**src/pkg/serial_regs_pkg.sv**
```systemverilog
package serial_regs_pkg;

    localparam int ADDR_W = 16;

    // Register byte addresses
    localparam logic [15:0] OWN_ADDR_OFS = 16'h3004;
    localparam logic [15:0] CTRL_OFS = 16'h3008;
    localparam logic [15:0] STATUS_OFS = 16'h300C;
    localparam logic [15:0] DATA_OFS = 16'h3010;
    localparam logic [15:0] EVT_OFS = 16'h3014;
    localparam logic [15:0] MASK_OFS = 16'h3018;

    // serial_status fields
    localparam int ST_DONE = 7;
    localparam int ST_HIT = 6;
    localparam int ST_BUSY = 5;
    localparam int ST_ARB = 4;
    localparam int ST_DIR = 2;
    localparam int ST_PEND = 1;
    localparam int ST_ACK = 0;

    // serial_control fields
    localparam int CT_EN = 7;
    localparam int CT_IEN = 6;
    localparam int CT_MST = 5;
    localparam int CT_TX = 4;
    localparam int CT_NOACK = 3;

    // Event status and mask fields
    localparam int EV_W = 5;
    localparam int EV_DONE = 0;
    localparam int EV_HIT = 1;
    localparam int EV_ARB = 2;
    localparam int EV_START = 3;
    localparam int EV_STOP = 4;

    localparam logic [7:0] DATA_RST = 8'h00;
    localparam logic [3:0] BIT_ACK = 4'h8;
    localparam logic [3:0] BIT_LAST_DATA = 4'h7;

    typedef enum logic [2:0] {
        REG_NONE = 3'h0,
        REG_OWN = 3'h1,
        REG_CTRL = 3'h2,
        REG_STATUS = 3'h3,
        REG_DATA = 3'h4,
        REG_EVT = 3'h5,
        REG_MASK = 3'h6
    } reg_sel_t;

    typedef enum logic [1:0] {
        LINK_IDLE = 2'b00,
        LINK_SHIFT = 2'b01,
        LINK_WAIT = 2'b11,
        LINK_PASSIVE = 2'b10
    } link_state_t;

    typedef struct packed {
        logic psel;
        logic penable;
        logic pwrite;
        logic [ADDR_W-1:0] paddr;
        logic [31:0] pwdata;
    } apb_req_t;

    typedef struct packed {
        logic [31:0] prdata;
        logic pready;
        logic pslverr;
    } apb_rsp_t;

endpackage : serial_regs_pkg

```
**src/rtl/serial_status_data.sv**
```systemverilog
`timescale 1ns/1ps
module serial_status_data
    import serial_regs_pkg::*;
(
    input wire logic i_ref_clk,
    input wire logic i_srst,
    input wire apb_req_t i_apb,
    output apb_rsp_t o_apb,
    input wire logic i_scl,
    output logic o_scl_o,
    output logic o_scl_oe,
    input wire logic i_sda,
    output logic o_sda_o,
    output logic o_sda_oe,
    output logic o_irq
);

    typedef struct packed {
        logic scl_s1;
        logic scl_s2;
        logic scl_p;
        logic sda_s1;
        logic sda_s2;
        logic sda_p;
        link_state_t link;
        logic skip;
        logic [3:0] bitcnt;
        logic first;
        logic armed;
        logic addressed;
        logic [7:0] shift;
        logic [7:0] data;
        logic [6:0] own_addr;
        logic en;
        logic ien;
        logic mst;
        logic txsel;
        logic noack;
        logic done;
        logic hit;
        logic busy;
        logic arb;
        logic dir;
        logic pend;
        logic ack;
        logic [EV_W-1:0] evt;
        logic [EV_W-1:0] mask;
        logic sda_oe;
        logic scl_oe;
        logic irq;
        apb_rsp_t rsp;
    } state_t;

    state_t q;
    state_t d;

    function automatic reg_sel_t decode(input logic [ADDR_W-1:0] addr);
        unique case (addr)
            OWN_ADDR_OFS: decode = REG_OWN;
            CTRL_OFS: decode = REG_CTRL;
            STATUS_OFS: decode = REG_STATUS;
            DATA_OFS: decode = REG_DATA;
            EVT_OFS: decode = REG_EVT;
            MASK_OFS: decode = REG_MASK;
            default: decode = REG_NONE;
        endcase
    endfunction : decode

    logic scl_rise;
    logic scl_fall;
    logic start_ev;
    logic stop_ev;
    logic apb_setup;
    logic apb_wr;
    logic apb_rd;
    reg_sel_t sel_now;
    logic [3:0] tx_idx;
    logic tx_bit;
    logic tx_mode;
    logic fall9;
    logic fall8;
    logic hit_ev;
    logic arb_ev;
    logic data_go;
    logic ctrl_wr;
    logic [31:0] rd_word;

    // Edges only from the second sync stage onward
    assign scl_rise = q.scl_s2 & ~q.scl_p;
    assign scl_fall = ~q.scl_s2 & q.scl_p;
    assign start_ev = q.en & q.scl_s2 & q.scl_p & q.sda_p & ~q.sda_s2;
    assign stop_ev = q.en & q.scl_s2 & q.scl_p & ~q.sda_p & q.sda_s2;
    assign apb_setup = i_apb.psel & ~i_apb.penable;
    assign apb_wr = i_apb.psel & i_apb.penable & q.rsp.pready & i_apb.pwrite;
    assign apb_rd = i_apb.psel & i_apb.penable & q.rsp.pready & ~i_apb.pwrite;
    assign sel_now = decode(i_apb.paddr);
    assign ctrl_wr = apb_wr & (sel_now == REG_CTRL);
    assign tx_idx = BIT_LAST_DATA - q.bitcnt;
    assign tx_bit = q.data[tx_idx[2:0]];
    // Address byte always goes out in master mode
    assign tx_mode = q.first ? q.mst : q.txsel;
    assign fall9 = q.en & (q.link == LINK_SHIFT) & scl_fall & ~q.skip & (q.bitcnt == BIT_ACK);
    assign fall8 = q.en & (q.link == LINK_SHIFT) & scl_fall & ~q.skip
        & (q.bitcnt == BIT_LAST_DATA);
    assign hit_ev = fall8 & q.first & ~q.mst & (q.shift[7:1] == q.own_addr);
    // Lost when a released one reads back low
    assign arb_ev = q.en & (q.link == LINK_SHIFT) & scl_rise & ~q.skip & q.mst & tx_mode
        & (q.bitcnt < BIT_ACK) & tx_bit & ~q.sda_s2;
    assign data_go = (sel_now == REG_DATA) & ((apb_wr & q.txsel) | (apb_rd & ~q.txsel));

    always_comb begin
        rd_word = 32'h0000_0000;
        unique case (sel_now)
            REG_OWN: rd_word[7:1] = q.own_addr;
            REG_CTRL: rd_word[7:3] = {q.en, q.ien, q.mst, q.txsel, q.noack};
            REG_STATUS: rd_word[7:0] = {q.done, q.hit, q.busy, q.arb, 1'b0, q.dir, q.pend, q.ack};
            REG_DATA: rd_word[7:0] = q.data;
            REG_EVT: rd_word[EV_W-1:0] = q.evt;
            REG_MASK: rd_word[EV_W-1:0] = q.mask;
            REG_NONE: rd_word = 32'h0000_0000;
        endcase
    end

    always_comb begin
        d = q;
        d.scl_s1 = i_scl;
        d.scl_s2 = q.scl_s1;
        d.scl_p = q.scl_s2;
        d.sda_s1 = i_sda;
        d.sda_s2 = q.sda_s1;
        d.sda_p = q.sda_s2;

        // Zero-wait APB: read data sampled in setup, answer in first access cycle
        d.rsp.pready = apb_setup;
        d.rsp.pslverr = apb_setup & (sel_now == REG_NONE);
        d.rsp.prdata = (apb_setup & ~i_apb.pwrite) ? rd_word : 32'h0000_0000;

        // Software side first so that hardware sets below win
        if (apb_wr) begin
            unique case (sel_now)
                REG_OWN: d.own_addr = i_apb.pwdata[7:1];
                REG_CTRL: begin
                    d.en = i_apb.pwdata[CT_EN];
                    d.ien = i_apb.pwdata[CT_IEN];
                    d.mst = i_apb.pwdata[CT_MST];
                    d.txsel = i_apb.pwdata[CT_TX];
                    d.noack = i_apb.pwdata[CT_NOACK];
                end
                // Only arb-lost and pending clear, by writing zero
                REG_STATUS: begin
                    if (!i_apb.pwdata[ST_ARB]) begin
                        d.arb = 1'b0;
                    end
                    if (!i_apb.pwdata[ST_PEND]) begin
                        d.pend = 1'b0;
                    end
                end
                REG_DATA: d.data = i_apb.pwdata[7:0];
                REG_EVT: d.evt = q.evt & ~i_apb.pwdata[EV_W-1:0];
                REG_MASK: d.mask = i_apb.pwdata[EV_W-1:0];
                REG_NONE: d.mask = q.mask;
            endcase
        end
        if (ctrl_wr) begin
            d.hit = 1'b0;
        end
        if (data_go) begin
            d.done = 1'b0;
            d.armed = 1'b1;
        end

        if (!q.en) begin
            // Held in reset while disabled; registers stay reachable
            d.link = LINK_IDLE;
            d.skip = 1'b0;
            d.bitcnt = 4'h0;
            d.addressed = 1'b0;
        end else if (start_ev) begin
            d.busy = 1'b1;
            d.evt[EV_START] = 1'b1;
            d.link = LINK_SHIFT;
            d.skip = 1'b1;
            d.bitcnt = 4'h0;
            d.first = 1'b1;
            d.addressed = 1'b0;
            d.done = 1'b0;
        end else if (stop_ev) begin
            d.busy = 1'b0;
            d.evt[EV_STOP] = 1'b1;
            d.link = LINK_IDLE;
            d.addressed = 1'b0;
        end else begin
            unique case (q.link)
                LINK_SHIFT: begin
                    if (scl_rise && !q.skip) begin
                        if (q.bitcnt < BIT_ACK) begin
                            d.shift = {q.shift[6:0], q.sda_s2};
                        end else begin
                            d.ack = q.sda_s2;
                        end
                    end
                    if (arb_ev) begin
                        d.arb = 1'b1;
                        d.pend = 1'b1;
                        d.mst = 1'b0;
                        d.txsel = 1'b0;
                        d.evt[EV_ARB] = 1'b1;
                        d.link = LINK_PASSIVE;
                    end else if (scl_fall) begin
                        if (q.skip) begin
                            d.skip = 1'b0;
                        end else if (q.bitcnt == BIT_ACK) begin
                            d.bitcnt = 4'h0;
                            d.done = 1'b1;
                            d.pend = 1'b1;
                            d.evt[EV_DONE] = 1'b1;
                            d.first = 1'b0;
                            d.armed = 1'b0;
                            d.link = LINK_WAIT;
                        end else begin
                            d.bitcnt = q.bitcnt + 4'h1;
                            if (fall8 && q.first && !q.mst) begin
                                if (hit_ev) begin
                                    d.hit = 1'b1;
                                    d.pend = 1'b1;
                                    d.evt[EV_HIT] = 1'b1;
                                    d.addressed = 1'b1;
                                    d.dir = q.shift[0];
                                end else begin
                                    d.link = LINK_PASSIVE;
                                end
                            end else if (fall8 && !tx_mode) begin
                                d.data = q.shift;
                            end
                        end
                    end
                end
                // Stretch until software services the data register
                LINK_WAIT: begin
                    if (q.armed && (q.mst || q.addressed)) begin
                        d.link = LINK_SHIFT;
                        d.skip = 1'b0;
                    end else if (!q.mst && !q.addressed) begin
                        d.link = LINK_PASSIVE;
                    end
                end
                LINK_IDLE: d.link = LINK_IDLE;
                LINK_PASSIVE: d.link = LINK_PASSIVE;
            endcase
        end

        // MSB first; acks only as receiver
        d.sda_oe = q.en & (q.link == LINK_SHIFT) & ~q.skip & ~arb_ev & (
            ((q.bitcnt < BIT_ACK) & tx_mode & ~tx_bit)
            | ((q.bitcnt == BIT_ACK) & ~tx_mode
               & ((q.first & q.addressed) | (~q.first & ~q.noack))));
        d.scl_oe = q.en & (q.link == LINK_WAIT) & ~q.armed & (q.mst | q.addressed);
        d.irq = (d.ien & d.pend) | (|(d.evt & d.mask));

        // Done, ack and the sync stages set, all else clear
        if (i_srst) begin
            d = '0;
            d.scl_s1 = 1'b1;
            d.scl_s2 = 1'b1;
            d.scl_p = 1'b1;
            d.sda_s1 = 1'b1;
            d.sda_s2 = 1'b1;
            d.sda_p = 1'b1;
            d.data = DATA_RST;
            d.done = 1'b1;
            d.ack = 1'b1;
        end
    end

    always_ff @(posedge i_ref_clk) begin
        q <= d;
    end

    assign o_apb = q.rsp;
    assign o_sda_oe = q.sda_oe;
    assign o_scl_oe = q.scl_oe;
    assign o_sda_o = 1'b0;
    assign o_scl_o = 1'b0;
    assign o_irq = q.irq;
endmodule : serial_status_data

```
**config.mk**
```make
export PLATFORM = sky130hd
export DESIGN_NAME = serial_status_data
export DESIGN_NICKNAME = d
export VERILOG_FILES = /design/src/pkg/serial_regs_pkg.sv /design/src/rtl/serial_status_data.sv
export SDC_FILE = /design/constraint.sdc
export NUM_CORES = 1
export LEC_CHECK = 0
export ABC_CLOCK_PERIOD_IN_PS = 2150
export BUFFER_PORTS_ARGS = -buffer_cell sky130_fd_sc_hd__buf_2
export CAP_MARGIN = 20
export CORE_ASPECT_RATIO = 0.8
export CORE_MARGIN = 2
export CORE_UTILIZATION = 50
export CTS_BUF_LIST = sky130_fd_sc_hd__clkbuf_4 sky130_fd_sc_hd__clkbuf_8
export CTS_CLUSTER_SIZE = 8
export DETAILED_ROUTE_END_ITERATION = 7
export PLACE_DENSITY = 0.78
export SYNTH_ARGS = -nofsm -noshare
export SYNTH_HDL_FRONTEND = slang
export SYNTH_SLANG_ARGS = --single-unit
```
**constraint.sdc**
```tcl
create_clock -name i_ref_clk -period 2.15 [get_ports i_ref_clk]
set_input_delay 0.43 -clock i_ref_clk [delete_from_list [all_inputs] [get_ports i_ref_clk]]
set_output_delay 0.43 -clock i_ref_clk [all_outputs]
set_load 0.1 [all_outputs]
```
==> impl_metrics.json <==
{
  "outcome": "finished, final reports clean",
  "grt_antenna_before_repair": 0,
  "clkSinkCount": 74,
  "timing.reg2reg.setup_slack_ns": 0.03,
  "clk_pin_slew_worst_paths_ns": 0.08,
  "critPathLaunchType": "register",
  "chip_height_um": 82.96,
  "arrival_ns": 2.38,
  "peakVddDrop_uv": 400.8,
  "grt.total_usage": 0.2521,
  "timing_max_transition_violations_final": 0,
  "drt-wirelength-per-cell_um": 17.32,
  "cp_cell_sequence": "nor3b_2 > buf_4 > nand3_1 > nor4_4 > buf_4 > o21ai_0 > a41oi_2",
  "synth_cells": 427,
  "final_period_minus_worst_setup_slack_ns": 2.116,
  "layout_commonest_cell": "sky130_fd_sc_hd__dfxtp_1",
  "synth.cell_area_mm2": 0.003896,
  "final_layout_size_suffix_gt1_frac": 0.2776,
  "worst_clock_skew_ns": 0.007515,
  "count_of_flip_flops_with_a_built_in_enable_after_synthesis": 0,
  "total_overflow_reported_by_the_global_router": 0,
  "hold_path_depth": 2,
  "path_delay_family": "simple AND/OR/NAND/NOR gates",
  "worst-path-max-fanout": 5,
  "report.final.hold_viol_count": 0,
  "cts-hold-fix-buffers": 0,
  "ioPinCount": 94,
  "cts.htree.levels": 3,
  "final.fill_count": 639,
  "worst-setup-path-type": "register to register",
  "grt_max_degree": 57,
  "synthArstFlopShare": 0,
  "fp-row-count": 28,
  "timing.final.crit_share": 0.9844,
  "rsz0062_at_grt": "no",
  "via_count": 3448,
  "max-slew-margin-rel": 0.6012,
  "power.static_leakage_nw": 1.708,
  "detail_route.drc_violations": 0,
  "final-setup-viol-count": 0,
  "clock_latency_ns": 0.36,
  "route.antenna.remaining_nets": 0,
  "synth_flop_cell": "sky130_fd_sc_hd__dfxtp_1",
  "core_mm2": 0.007462,
  "grt_first_pass_wirelength_um": 16390,
  "numPortBuffers": 43,
  "power.density_mw_per_mm2": 689.3,
  "count_of_nets_after_finishing": 541,
  "first_pass_iters": 5,
  "syn_avg_cell_area_um2": 9.125,
  "cp-end-kind": "register",
  "seq_total_area_yosys": 0.3802,
  "last_weighted_congestion_value_of_the_routability_driven_placer": 0.9466,
  "die_width_um": 102.7,
  "placed_area_mm2": 0.004250,
  "grt_pass1_vias": 3118,
  "initialDrtViolationCount": 305,
  "critPathBufInv": 2,
  "timing.critical_path.slowest_stage_cell": "sky130_fd_sc_hd__dfxtp_1",
  "die_area_mm2": 0.008519,
  "hold_class": "input port to register",
  "worstHoldStart": "i_scl",
  "clock_tree.root_cell": "sky130_fd_sc_hd__clkbuf_8",
  "yosys_warnings": 0,
  "drv_cap": 0,
  "fmax_ghz": 0.4725,
  "worst_slew_pin_tran_ns": 0.5982,
  "cts_tree": "done",
  "postSynthRegisterBits": 74,
  "path_common_cell": "sky130_fd_sc_hd__buf_4",
  "top_library_cells_by_usage_in_the_layout_fill_and_taps_aside": "sky130_fd_sc_hd__dfxtp_1 (73), sky130_fd_sc_hd__nor2_1 (61), sky130_fd_sc_hd__buf_2 (43)",
  "total_power_mw": 3.153,
  "min_to": "q[97]",
  "start_util": 0.5221,
  "max-clock-path-buffers": 2,
  "layout.cell_area.non_filler_mm2": 0.004574,
  "number_of_diodes": 0,
  "tritoncts.num_buffers": 9,
  "worst_stage_delay_on_the_critical_path_ns": 0.45,
  "rr_startpoint": "q[95]",
  "drt-total-wl_um": 10310,
  "place_hpwl_um": 7262,
  "layout-area-overhead-vs-synth_pct": 17.41,
  "crit_cells": 7,
  "worst_ep_required_time_ns": 2.42,
  "yosysUniqueCellTypes": 65,
  "capture_instance_of_the_worst_register_to_register_path": "o_irq",
  "viasPerCell": 5.795,
  "r2r_cell_count": 7
}
==> layout make-up <==
cell class	instances	area [um^2]	area share
clock buffer	9	123.9	0.02708
sequential	74	1483	0.3241
inverter	2	7.507	0.001641
tap	105	131.4	0.02872
clock inverter	7	141.4	0.03091
timing repair buffer	81	513.0	0.1121
multi-input combinational	317	2175	0.4754
==> synthesized netlist by cell type, types with 2 or more instances <==
| master | instances | area [um^2] |
|---|---|---|
| sky130_fd_sc_hd__o21ai_0 | 9 | 45.04 |
| sky130_fd_sc_hd__a211oi_1 | 10 | 75.07 |
| sky130_fd_sc_hd__buf_2 | 6 | 30.03 |
| sky130_fd_sc_hd__or2_2 | 8 | 50.05 |
| sky130_fd_sc_hd__nand2b_1 | 6 | 37.54 |
| sky130_fd_sc_hd__buf_4 | 37 | 277.8 |
| sky130_fd_sc_hd__nor2_1 | 62 | 232.7 |
| sky130_fd_sc_hd__nor3_1 | 6 | 30.03 |
| sky130_fd_sc_hd__a22oi_1 | 6 | 45.04 |
| sky130_fd_sc_hd__o211ai_1 | 2 | 15.01 |
| sky130_fd_sc_hd__nor3_4 | 2 | 32.53 |
| sky130_fd_sc_hd__nor4_1 | 5 | 31.28 |
| sky130_fd_sc_hd__nor3_2 | 2 | 20.02 |
| sky130_fd_sc_hd__o22a_1 | 2 | 17.52 |
| sky130_fd_sc_hd__nand4_1 | 5 | 31.28 |
| sky130_fd_sc_hd__nand2_1 | 18 | 67.56 |
| sky130_fd_sc_hd__buf_1 | 2 | 7.510 |
| sky130_fd_sc_hd__nor4b_1 | 3 | 26.28 |
| sky130_fd_sc_hd__xnor2_1 | 10 | 87.58 |
| sky130_fd_sc_hd__nand4_2 | 2 | 25.02 |
| sky130_fd_sc_hd__mux2i_1 | 40 | 400.4 |
| sky130_fd_sc_hd__and4_1 | 2 | 17.52 |
| sky130_fd_sc_hd__nor3b_1 | 4 | 30.03 |
| sky130_fd_sc_hd__clkbuf_1 | 13 | 48.80 |
| sky130_fd_sc_hd__or3_1 | 2 | 12.51 |
| sky130_fd_sc_hd__mux4_1 | 2 | 52.55 |
| sky130_fd_sc_hd__nand3b_1 | 3 | 22.52 |
| sky130_fd_sc_hd__mux2_2 | 7 | 78.83 |
| sky130_fd_sc_hd__nor2b_1 | 9 | 56.30 |
| sky130_fd_sc_hd__a21oi_1 | 16 | 80.08 |
| sky130_fd_sc_hd__dfxtp_1 | 74 | 1481 |
| sky130_fd_sc_hd__inv_1 | 2 | 7.510 |
| sky130_fd_sc_hd__nand3_1 | 13 | 65.06 |
| sky130_fd_sc_hd__o31a_1 | 2 | 17.52 |
| sky130_fd_sc_hd__a31oi_1 | 5 | 31.28 |
==> metrics by stage <==
stage          std cells  worst slack, ns  hold slack, ns  setup TNS [ns]  utilization
2_1_floorplan        452           0.1070          0.3895               0            -
3_3_place_gp         577         -0.05791          0.3915        -0.07139       0.5696
3_5_place_dp         577          -0.1549          0.3979         -0.6606       0.5696
4_1_cts              595          0.01438          0.2406               0       0.6080
5_1_grt              595         0.007453          0.2520               0       0.6130
6_report             595          0.03362          0.2478               0       0.6130
==> power breakdown <==
group	internal, mW	switching (mW)
combinational	0.0517	0.293
sequential	1.38	0.00443
clock	0.887	0.541
total	2.31	0.839
==> worst max path at each step <==
stage / from / endpoint / slack, ns
final: q[95] / o_irq / 0.03
after global routing: q[85] / o_irq / 0.007
after CTS: q[85] / o_irq / 0.01
after detailed placement: i_apb[41] / o_irq / -0.15
after global placement: i_apb[41] / o_irq / -0.06
after floorplan: i_apb[35] / o_irq / 0.11
==> timing repair <==
action / in CTS / in global routing
setup endpoints to repair: 1 / 4
setup buffers: 2 / 0
gates resized for setup: 1 / 8
pin swaps: 2 / 0
hold endpoints to repair: 0 / 0
==> per-layer routing <==
metal / vias to the layer above / part of all wire / track usage / wire [um]
met3: 34 / 0.11 / 0.06734 / 1160
met4: 0 / 0.027 / 0.09818 / 282
li1: 1592 / - / - / -
met5: - / 0 / 0 / 0
met1: 1613 / 0.42 / 0.3592 / 4278
met2: 209 / 0.44 / 0.3607 / 4583
==> registers in the layout, summed over array words and instances, names as in the netlist <==
name,count
q,61
o_scl_oe,1
o_sda_oe,1
o_apb,10
o_irq,1
==> worst reg2reg max path, delay by kind of cell, from the launching register on <==
family	cells	cell delay, ns
compound gates	2	0.37
buf+inv	2	0.37
flops	1	0.45
simple gates	3	0.84
==> kinds of logic after synthesis <==
group	share of synthesized area
xor+xnor	0.02473
other cells	0.0009625
buf+inv	0.09827
fa+ha+maj	0.003211
mux	0.1365
compound gates	0.1252
flops	0.3802
simple gates	0.2309
No activity file was read; power rests on OpenSTA's default activity.
